--- config.mk ---
export PLATFORM = sky130hd
export DESIGN_NAME = synth_divider_status_mux
export DESIGN_NICKNAME = d
export VERILOG_FILES = /design/src/synth_pkg.sv /design/src/synth_divider_status_mux.sv
export VERILOG_INCLUDE_DIRS = /design/src /design/src/src
export SDC_FILE = /design/constraint.sdc
export NUM_CORES = 1
export LEC_CHECK = 0
export CORE_UTILIZATION = 58
export DETAILED_ROUTE_END_ITERATION = 8
export DONT_BUFFER_PORTS = 1
export GPL_TIMING_DRIVEN = 0
export PLACE_DENSITY = 0.76
export SLEW_MARGIN = 10
export SYNTH_ARGS = -nofsm -noshare
export SYNTH_HDL_FRONTEND = slang
export SYNTH_SLANG_ARGS = --single-unit
--- constraint.sdc ---
create_clock -name CLK_SYS -period 2.5 [get_ports CLK_SYS]
set_input_delay 0.375 -clock CLK_SYS [delete_from_list [all_inputs] [get_ports CLK_SYS]]
set_output_delay 0.375 -clock CLK_SYS [all_outputs]
set_load 0.03 [all_outputs]
--- src/synth_regs.svh ---
// Register offsets, field positions, reset values and timing counts of the
// synthesizer control block. Included by the package; the design sees its macros through it.
//
// Behaviour
// - Oscillator on per bit 12, default on, off when chip disabled
// - Two-bit crystal bias field at bits 13-14
// - Divided reference: 50:50 square, inverted to reference
// - Divided reference divides evenly 2 to 30
// - Divided reference defaults to divide by eight
// - Divide field zero stops the divided reference
// - Three-bit reference counter divides by 1 to 7
// - Reference ratio from bits 4-6, default one
// - Reference ratio returns to one on initialisation
// - Eight-bit feedback integer from register 0 bits 19-26
// - Fifteen-bit feedback fraction drives sigma-delta modulator
// - Frequency equals comparison clock times integer plus fraction
// - Output halving multiplies output frequency by one half
// - Chip enable low powers down and clears registers
// - Status select bits 29-31, default supply settled flag
// - Calibration done low throughout both filter calibrations
// - Lock after five cycles under 15 ns, drops at 25
// - Signal level valid once strength measurement has settled
// - Direction indicator low transmitting, high receiving
`ifndef SYNTH_REGS_SVH
`define SYNTH_REGS_SVH

`define OFS_SYNTH_CTRL 8'h00
`define OFS_REF_CTRL 8'h04
`define OFS_STATUS 8'h08

`define FRAC_LSB 4
`define FRAC_MSB 18
`define INT_LSB 19
`define INT_MSB 26
`define MUXSEL_LSB 29
`define MUXSEL_MSB 31

`define RDIV_LSB 4
`define RDIV_MSB 6
`define CLKDIV_LSB 7
`define CLKDIV_MSB 10
`define OSC_EN_BIT 12
`define XBIAS_LSB 13
`define XBIAS_MSB 14
`define HALVE_BIT 18

`define SYNTH_CTRL_RESET 32'h0000_0000
`define REF_CTRL_RESET 32'h0000_1210

`define CLK_MHZ 100
`define SETTLE_TIME_US 50
`define SETTLE_CYCLES (`SETTLE_TIME_US * `CLK_MHZ)
`define LOCK_GOOD_COUNT 3'h5
`define LOCK_ENTER_NS 8'h0F
`define LOCK_LEAVE_NS 8'h19

`endif

--- src/synth_pkg.sv ---
// Types shared by the synthesizer control block and its bench.
// Assumes the constants header is on the include path.
package synth_pkg;
    `include "synth_regs.svh"

    // Status sources on the multiplexed status output.
    typedef enum logic [2:0] {
        SEL_SUPPLY_SETTLED,
        SEL_CAL_DONE_N,
        SEL_PLL_LOCK,
        SEL_SIGNAL_LEVEL,
        SEL_DIRECTION
    } mux_sel_e;

    // Indications from the analog and modem sections, on CLK_SYS.
    typedef struct packed {
        logic cal_coarse_busy;
        logic cal_fine_busy;
        logic rssi_settled;
        logic tx_mode;
        logic phase_valid;
        logic [7:0] phase_err_ns;
    } analog_status_s;
endpackage : synth_pkg

--- src/synth_divider_status_mux.sv ---
// Control and status logic of the fractional-N synthesizer: oscillator
// control, divided reference output, reference and feedback dividers,
// chip-enable clearing and the multiplexed status output.
// Assumes CLK_SYS is the reference clock and the analog indications
// arrive synchronous to it; only CHIP_ENABLE comes from a pin.
`timescale 1ns/100ps
`default_nettype none

module synth_divider_status_mux #(
    parameter int SETTLE_CYCLES = `SETTLE_CYCLES
) (
    input wire logic CLK_SYS,
    input wire logic RSTN,
    input wire logic CHIP_ENABLE,
    input wire logic [7:0] ADDR,
    input wire logic [31:0] WDATA,
    input wire logic WR,
    input wire logic RD,
    output logic [31:0] RDATA,
    input wire synth_pkg::analog_status_s STATUS_IN,
    output logic REGULATOR_ENABLE,
    output logic OSC_ENABLE,
    output logic [1:0] CRYSTAL_BIAS_CURRENT,
    output logic DIVIDED_REFERENCE_OUTPUT,
    output logic PFD_TICK,
    output logic [7:0] FEEDBACK_INT,
    output logic [14:0] FEEDBACK_FRAC,
    output logic [8:0] DIVIDE_RATIO,
    output logic OUTPUT_HALVING,
    output logic STATUS_MUX_OUTPUT
);
    import synth_pkg::*;

    logic ce_meta;
    logic ce_sync;
    logic [31:0] synth_ctrl;
    logic [31:0] ref_ctrl;
    logic [31:0] next_synth_ctrl;
    logic [31:0] next_ref_ctrl;
    logic [31:0] next_rdata;
    logic [15:0] settle_cnt;
    logic [15:0] next_settle_cnt;
    logic settled;
    logic [3:0] half;
    logic [3:0] clk_cnt;
    logic [3:0] next_clk_cnt;
    logic div_out;
    logic next_div_out;
    logic [2:0] rdiv_eff;
    logic [2:0] r_cnt;
    logic [2:0] next_r_cnt;
    logic next_pfd_tick;
    logic [14:0] sd_acc;
    logic [14:0] next_sd_acc;
    logic [8:0] next_ratio;
    logic [2:0] good_cnt;
    logic [2:0] next_good_cnt;
    logic lock;
    logic next_lock;
    logic cal_done_n;
    logic mux_bit;
    logic next_mux_out;
    mux_sel_e mux_sel;

    // Chip enable is a pin, so it passes two flops before anything reads it.
    always_ff @(posedge CLK_SYS or negedge RSTN)
    begin
        if (!RSTN)
        begin
            ce_meta <= 1'b0;
            ce_sync <= 1'b0;
        end
        else
        begin
            ce_meta <= CHIP_ENABLE;
            ce_sync <= ce_meta;
        end
    end

    // Register writes; a disabled chip holds both words at power-up values.
    always_comb
    begin
        next_synth_ctrl = synth_ctrl;
        next_ref_ctrl = ref_ctrl;
        if (!ce_sync)
        begin
            next_synth_ctrl = `SYNTH_CTRL_RESET;
            next_ref_ctrl = `REF_CTRL_RESET;
        end
        else if (WR && ADDR == `OFS_SYNTH_CTRL)
            next_synth_ctrl = WDATA;
        else if (WR && ADDR == `OFS_REF_CTRL)
            next_ref_ctrl = WDATA;
    end

    // Read mux; unmapped addresses read as zero.
    always_comb
    begin
        next_rdata = 32'h0000_0000;
        if (RD)
        begin
            unique case (ADDR)
                `OFS_SYNTH_CTRL: next_rdata = synth_ctrl;
                `OFS_REF_CTRL: next_rdata = ref_ctrl;
                `OFS_STATUS: next_rdata = {26'h000_0000, OSC_ENABLE,
                    ~STATUS_IN.tx_mode, STATUS_IN.rssi_settled, lock,
                    cal_done_n, settled};
                default: next_rdata = 32'h0000_0000;
            endcase
        end
    end

    always_ff @(posedge CLK_SYS or negedge RSTN)
    begin
        if (!RSTN)
        begin
            synth_ctrl <= `SYNTH_CTRL_RESET;
            ref_ctrl <= `REF_CTRL_RESET;
            RDATA <= 32'h0000_0000;
        end
        else
        begin
            synth_ctrl <= next_synth_ctrl;
            ref_ctrl <= next_ref_ctrl;
            RDATA <= next_rdata;
        end
    end

    // Field decode. The oscillator is gated by chip enable directly, so
    // it stops even though the cleared register has the oscillator bit set.
    assign REGULATOR_ENABLE = ce_sync;
    assign OSC_ENABLE = ce_sync & ref_ctrl[`OSC_EN_BIT];
    assign CRYSTAL_BIAS_CURRENT = ref_ctrl[`XBIAS_MSB:`XBIAS_LSB];
    assign OUTPUT_HALVING = ref_ctrl[`HALVE_BIT];
    assign FEEDBACK_INT = synth_ctrl[`INT_MSB:`INT_LSB];
    assign FEEDBACK_FRAC = synth_ctrl[`FRAC_MSB:`FRAC_LSB];
    assign half = ref_ctrl[`CLKDIV_MSB:`CLKDIV_LSB];
    assign mux_sel = mux_sel_e'(synth_ctrl[`MUXSEL_MSB:`MUXSEL_LSB]);
    assign rdiv_eff = (ref_ctrl[`RDIV_MSB:`RDIV_LSB] == 3'h0) ? 3'h1 :
        ref_ctrl[`RDIV_MSB:`RDIV_LSB];

    // Supply settling timer, restarted by every power-down.
    assign settled = (settle_cnt == SETTLE_CYCLES[15:0]);
    always_comb
    begin
        next_settle_cnt = settle_cnt;
        if (!ce_sync)
            next_settle_cnt = 16'h0000;
        else if (!settled)
            next_settle_cnt = settle_cnt + 16'h0001;
    end

    // Divided reference: the field is the half period in reference cycles,
    // which gives the even ratios 2 to 30 with an exact 50:50 duty. It
    // resets high so that the first edge is a fall, opposite the reference.
    always_comb
    begin
        next_clk_cnt = clk_cnt;
        next_div_out = div_out;
        if (half == 4'h0)
        begin
            next_clk_cnt = 4'h0;
            next_div_out = 1'b0;
        end
        else if (clk_cnt >= half - 4'h1)
        begin
            next_clk_cnt = 4'h0;
            next_div_out = ~div_out;
        end
        else
            next_clk_cnt = clk_cnt + 4'h1;
    end

    // Reference counter and first-order sigma-delta on the feedback ratio.
    // The carry adds one to the integer on a fraction of comparison cycles,
    // so the mean ratio is integer plus fraction over two to the fifteen.
    always_comb
    begin
        next_r_cnt = r_cnt + 3'h1;
        next_pfd_tick = 1'b0;
        next_sd_acc = sd_acc;
        next_ratio = DIVIDE_RATIO;
        if (r_cnt >= rdiv_eff - 3'h1)
        begin
            next_r_cnt = 3'h0;
            next_pfd_tick = 1'b1;
        end
        if (PFD_TICK)
        begin
            {next_ratio[0], next_sd_acc} = {1'b0, sd_acc}
                + {1'b0, FEEDBACK_FRAC};
            next_ratio = {1'b0, FEEDBACK_INT} + {8'h00, next_ratio[0]};
        end
        if (!ce_sync)
        begin
            next_sd_acc = 15'h0000;
            next_r_cnt = 3'h0;
        end
    end

    // Lock detect: five good comparisons in a row set it, only a large error or chip disable
    // clears it; errors in between leave it and break the run.
    always_comb
    begin
        next_good_cnt = good_cnt;
        next_lock = lock;
        if (!ce_sync)
        begin
            next_good_cnt = 3'h0;
            next_lock = 1'b0;
        end
        else if (STATUS_IN.phase_valid)
        begin
            if (STATUS_IN.phase_err_ns < `LOCK_ENTER_NS)
            begin
                if (good_cnt != `LOCK_GOOD_COUNT)
                    next_good_cnt = good_cnt + 3'h1;
                if (good_cnt == `LOCK_GOOD_COUNT - 3'h1)
                    next_lock = 1'b1;
            end
            else
            begin
                next_good_cnt = 3'h0;
                if (STATUS_IN.phase_err_ns >= `LOCK_LEAVE_NS)
                    next_lock = 1'b0;
            end
        end
    end

    // Status mux; the reset select is zero, the supply settled flag.
    assign cal_done_n = ~(STATUS_IN.cal_coarse_busy
        | STATUS_IN.cal_fine_busy);
    always_comb
    begin
        unique case (mux_sel)
            SEL_SUPPLY_SETTLED: mux_bit = settled;
            SEL_CAL_DONE_N: mux_bit = cal_done_n;
            SEL_PLL_LOCK: mux_bit = lock;
            SEL_SIGNAL_LEVEL: mux_bit = STATUS_IN.rssi_settled;
            SEL_DIRECTION: mux_bit = ~STATUS_IN.tx_mode;
            default: mux_bit = 1'b0;
        endcase
        next_mux_out = mux_bit;
    end

    always_ff @(posedge CLK_SYS or negedge RSTN)
    begin
        if (!RSTN)
        begin
            settle_cnt <= 16'h0000;
            clk_cnt <= 4'h0;
            div_out <= 1'b1;
            r_cnt <= 3'h0;
            PFD_TICK <= 1'b0;
            sd_acc <= 15'h0000;
            DIVIDE_RATIO <= 9'h000;
            good_cnt <= 3'h0;
            lock <= 1'b0;
            STATUS_MUX_OUTPUT <= 1'b0;
        end
        else
        begin
            settle_cnt <= next_settle_cnt;
            clk_cnt <= next_clk_cnt;
            div_out <= next_div_out;
            r_cnt <= next_r_cnt;
            PFD_TICK <= next_pfd_tick;
            sd_acc <= next_sd_acc;
            DIVIDE_RATIO <= next_ratio;
            good_cnt <= next_good_cnt;
            lock <= next_lock;
            STATUS_MUX_OUTPUT <= next_mux_out;
        end
    end
    assign DIVIDED_REFERENCE_OUTPUT = div_out;

    // Helper: cycles since the divide field last changed, saturating at
    // 32. A run that straddles a field change has neither the old nor the
    // new length, so the period check waits until the field has settled.
    logic [5:0] half_age;
    always_ff @(posedge CLK_SYS or negedge RSTN)
    begin
        if (!RSTN)
            half_age <= 6'h00;
        else if (next_ref_ctrl[`CLKDIV_MSB:`CLKDIV_LSB] != half)
            half_age <= 6'h00;
        else if (!half_age[5])
            half_age <= half_age + 6'h01;
    end

    // Helper: cycles since the divided reference last changed.
    logic [4:0] run_len;
    always_ff @(posedge CLK_SYS or negedge RSTN)
    begin
        if (!RSTN)
            run_len <= 5'h00;
        else if (next_div_out != div_out)
            run_len <= 5'h00;
        else
            run_len <= run_len + 5'h01;
    end
endmodule : synth_divider_status_mux

`default_nettype wire

### After elaboration in Yosys (flattened, before gate mapping)

Index checks and enable logic that the tools add are counted.

* flip-flop bits (word level): 152
* input bits: 58
* output and inout bits: 72
* logic and storage cells: 89

* add/sub/neg operators: 8
* magnitude comparators: 4
* equality and inequality tests: 18
* mux-type cells: 29
* bitwise logic cells: 5
* reductions and logical operators: 10

Operators with widths (count)
* 32-bit 2-to-1 mux: 6
* 32-bit one-hot mux with 3 select lines: 1
* 16-bit 2-to-1 mux: 2
* 15-bit 2-to-1 mux: 2
* 3-bit 2-to-1 mux: 7
* 15-bit by 15-bit adder with 16-bit output: 1
* 16-bit by 1-bit adder with 16-bit output (second input constant): 1
* 16-bit by 13-bit equality test with 1-bit output (second input constant): 1
* 8-bit by 1-bit adder with 9-bit output: 1
* 8-bit by 3-bit equality test with 1-bit output (second input constant): 1
* 8-bit by 4-bit equality test with 1-bit output (second input constant): 1
* 8-bit by 5-bit greater-or-equal comparator with 1-bit output (second input constant): 1
* 8-bit zero test: 1
* 8-bit by 4-bit < comparator with 1-bit output (second input constant): 1
* 1-bit 2-to-1 mux: 8
* 4-bit 2-to-1 mux: 2
* 2-bit != test (second input constant): 4
* 3-bit by 1-bit adder with 3-bit output (second input constant): 2
* 3-bit by 2-bit equality test with 1-bit output (second input constant): 2
* 3-bit equality test (second input constant): 2
* 3-bit zero test: 2
* 3-bit by 2-bit != test with 1-bit output (second input constant): 2
* 1-bit one-hot mux with 5 select lines: 1
* 4-bit by 1-bit adder with 4-bit output (second input constant): 1
* other kinds (16): 21

### Logic depth before layout (Yosys ltp)

* depth after elaboration: 6
* mapped depth: 12
* depth with buffers taken out: 11

### Least setup slack after synthesis

Ideal clock, no wire load.

* kind: register to register
* start point: reg synth_ctrl[5]
* end point: reg DIVIDE_RATIO[6]
* library setup time: 137 ps
* arrival time: 2325 ps
* required time: 2363 ps
* setup slack: 38 ps
* stages on the path, launching flop included: 12
* buffers on the path: 0
* period minus slack after synthesis: 2462 ps
* cell sequence: dfrtp_1 -> ha_1 -> a21o_1 -> and4_1 -> o21bai_1 -> o21a_1 -> o21ai_0 -> ha_1 -> ha_1 -> nand3_1 -> xor2_1 -> a21oi_1

* cells in the longest elaborated chain, start to end: 2

Ends and longest elaborated chain
* start, declared: line synth_divider_status_mux.sv:36 `logic [31:0] synth_ctrl;`
* start signal, assigned: line synth_divider_status_mux.sv:117 `` synth_ctrl <= `SYNTH_CTRL_RESET; ``
* start signal, assigned: line synth_divider_status_mux.sv:123 `synth_ctrl <= next_synth_ctrl;`
* 15-bit by 15-bit adder with 16-bit output: line synth_divider_status_mux.sv:191 `+ {1'b0, FEEDBACK_FRAC};`
* 8-bit by 1-bit adder with 9-bit output: line synth_divider_status_mux.sv:192 `next_ratio = {1'b0, FEEDBACK_INT} + {8'h00, next_ratio[0]};`
* end signal, assigned: line synth_divider_status_mux.sv:269 `DIVIDE_RATIO <= next_ratio;`
* end, declared: line synth_divider_status_mux.sv:28 `output logic [8:0] DIVIDE_RATIO,`

Every way passes these cells.
A chain may end at the register's enable or synchronous reset.

### Worst setup path after layout

Same ends and word-level chain as after synthesis.

==> results.md <==
STA:
- In the finished design, the share of the clock period the worst path needs comes to 0.968.
- Setup repair after global routing could not meet its margin everywhere.
- On the final layout, the worst clock skew is 0.00684 ns.
- Across all hold checks on the routed design, the worst slack comes to -0.352 ns.
- The final max-slew violation count is 0.
- The worst slew margin relative to its limit is 0.584.
- The post-route minimum period is 2.42 ns.
- Setup violations remaining at the end of the flow were counted as 0.
- The number of failing hold endpoints at the final stage is 152.
- The maximum frequency from static timing analysis is 413 MHz.
- The final-layout setup total negative slack is 0 ns.
- The transition time at the pin with the least slew margin is 0.624 ns.

Outcome:
- The final reports fail on hold timing.
- The run finished, with violations left.

Floorplan:
- The site row count is 41.
- The initial utilization of the core area, before any placement, comes to 0.600.
- The core outline area is 12800 um^2.
- The floorplan step defined a die boundary enclosing 13700 um^2.
- The floorplan die height is 117 um.
- The top-level I/O count is 130.
- The floorplan step set the die width to 117 um.

Final layout:
- The area added between synthesis and finish is 14.0%.
- Of the cells placed in the final design, the portion with a size suffix greater than 1 is 0.144.
- The number of antenna repair diodes is 0.
- The number of nets in the finished design is 880.

Clock tree:
- After clock tree synthesis, the flow added hold-fix buffers numbering 1.
- The CTS tree is built.
- Clock-pin slew was measured on the worst setup and hold paths at 0.06 ns.
- Counting along the longest clock path gives a buffer depth of 2.
- The clock drives 152 sinks.
- The clock reaches the later pin of the worst-skew pair after 0.42 ns.
- The H-tree was split into 4 levels.
- The TritonCTS buffer count is 17.
- The cell sitting at the root of the clock tree is a clkbuf_16.

Job:
- The max-cap check violation count is 0.

Route:
- After detailed routing, the number of remaining DRC violations is 0.
- The routed via count is 5866.
- The count of nets left with antenna violations once routing finished came out at 0.
- Summed over all layers, the routed wires come to 18700 um.
- The detailed-routing iteration count for the pre-antenna-repair pass is 5.
- The initial DRC count is 526.
- In the routed layout, each cell is associated on average with a via count of 6.03.
- The per-cell routed wire length is 19.3 um.

Global route:
- The number of antenna violations at the first check in global routing is 1.
- Entering global routing, the biggest net connects 153 pins.
- The residual overflow from global routing is 0.
- The global routing usage summed across all routing layers is 0.286.
- The via count of the first global-routing pass is 5692.
- The first global-routing pass estimated 29400 um of wire.

Pwr:
- The design draws 5.54 mW.
- The maximum vdd ir drop is 0.388 mV.
- The leakage power is 3.89 nW.
- For this design the ratio of total power to cell area is 633 nW/um^2.

Yosys:
- The fraction of synthesis flops using an asynchronous set or reset pin is 1.00.
- The proportion of netlist area held by the largest area contributor is 0.483.
- The sequential element share of the synthesized area is 0.497.
- Summed over all instances, the cell type with the most area after synthesis is dfrtp_1.
- Among all cell types in the netlist, the one instantiated most often is dfrtp_1.
- Counting every instance in the synthesized netlist gives 761.
- By count the netlist is led by dfrtp_1, nand2_1, nor2_1.
- Among all flip-flop cells after synthesis, the most frequent one is dfrtp_1.
- After synthesis, the mean cell area works out to 10.1 um^2.
- The net count after synthesis is 853.
- The number of different library cells in the post-synthesis netlist is 61.
- After synthesis, the cell types taking the most area are dfrtp_1, ha_1, nand2_1.
- The synthesis warning total is 0.
- Counting flops and latches in the post-synthesis netlist gives 152.
- The count of flip-flops with a built-in enable after synthesis is 0.
- The mapped netlist covers 7670 um^2.

Critical path:
- The worst register-to-register path begins at synth_ctrl[5].
- In this run the worst setup path begins at synth_ctrl[5].
- The worst setup path is captured at a register.
- STA puts the critical path data required time at 2.85 ns.
- STA classifies the critical path startpoint as a register.
- The worst setup path endpoint is DIVIDE_RATIO[6].
- The register-to-register setup slack is 0.08 ns.
- STA puts the critical path data arrival time at 2.77 ns.
- The cell depth of the worst flop-to-flop path is 11.
- The worst register-to-register path ends at DIVIDE_RATIO[6].
- The critical path in this run is classified as register to register.
- The peak fanout along the critical path is 4.

Placed design:
- In this run the tool buffered the top-level ports with 0 buffer cells.
- The congestion estimate from routability-driven global placement came to 0.880.
- After legalization and detailed placement, the total HPWL measured 12900 um.

Worst hold path:
- The path class of the tightest hold or removal check is primary input to asynchronous set/reset pin.
## kinds of logic after synthesis
family	count (synthesis)	synth area share
buffers and inverters	86	0.0589
and+or+nand+nor	266	0.168
adders and majority gates	34	0.0564
AOI/OAI and AO/OA	183	0.169
xor gates and xnor gates	24	0.0274
DFF	152	0.497
muxes	16	0.0235
## state kept, by name, indices dropped and copies added (netlist names)
signal                    cells
lock                          1
r_cnt                         3
PFD_TICK                      1
STATUS_MUX_OUTPUT             1
RDATA                        32
synth_ctrl                   32
ce_meta                       1
ref_ctrl                     32
clk_cnt                       4
DIVIDED_REFERENCE_OUTPUT      1
DIVIDE_RATIO                  9
sd_acc                       15
good_cnt                      3
settle_cnt                   16
REGULATOR_ENABLE              1
## how the worst min path moves through the flow
stage | start | endpoint | cells past startpoint | slack [ns]
after floorplan | RSTN | DIVIDE_RATIO[0] | 0 | 0.08
after global placement | RSTN | clk_cnt[2] | 0 | 0.08
after detailed placement | RSTN | STATUS_MUX_OUTPUT | 0 | 0.08
after CTS | RSTN | ref_ctrl[8] | 0 | -0.37
after global routing | RSTN | clk_cnt[3] | 0 | -0.37
final | RSTN | STATUS_MUX_OUTPUT | 0 | -0.35
## placed cells by master, fill, tap and decap left out, types with 22 or more instances in the layout
master    count
ha_1         22
nand2_1     102
buf_4        40
clkbuf_1     27
a22o_1       32
a21oi_1      28
a22oi_1      27
o21ai_0      23
inv_1        22
a21boi_1     26
dfrtp_1     143
nor2_1       67
## metrics by stage
stage	hold slack (ns)	util	area [um^2]	std cells	setup WS, ns
2_1_floorplan	0.0794	-	7670	761	0.0382
3_3_place_gp	0.0829	0.617	7890	933	-0.569
3_5_place_dp	0.0824	0.617	7890	933	-0.566
4_1_cts	-0.365	0.677	8650	969	0.00175
5_1_grt	-0.372	0.685	8750	972	-0.00984
6_report	-0.352	0.685	8750	972	0.0788
## routing by layer
layer | global-route usage | vias to the layer above | routed length (um)
li1 | - | 2714 | -
met1 | 0.362 | 2923 | 7680
met2 | 0.477 | 198 | 9460
met3 | 0.0669 | 29 | 1200
met4 | 0.116 | 2 | 362
met5 | 0 | - | 18
## area by class of cell
cell class	count	area, um^2
multi-input combinational	523	3580
inverter	22	82.6
clock buffer	25	505
tap	172	215
fill	952	4030
timing repair buffer	9	70.1
buffer	63	365
clock inverter	6	111
sequential	152	3810
## repair_timing
action / CTS / global route
cloned: 0 / 0
buffers inserted: 5 / 3
setup endpoints to repair: 9 / 8
pin swaps: 8 / 10
endpoints found under the hold margin: 153 / 152
resized for setup: 20 / 14
## worst max-delay path: stages, from the launching register on
cell and delay, ns:
dfrtp_2 0.43, ha_1 0.28, a21o_1 0.13, and4_4 0.23, o21bai_4 0.08, o21a_1 0.20, o21ai_2 0.20, ha_2 0.24
ha_4 0.16, nand3_1 0.09, xor2_1 0.16, a21oi_1 0.13
## report_power, final
part	internal [mW]	total [mW]	switching (mW)
combinational	0.121	0.282	0.160
sequential	2.51	2.58	0.0669
clock	1.70	2.67	0.974
total	4.34	5.54	1.20
Power figures use the tool's default switching activity.
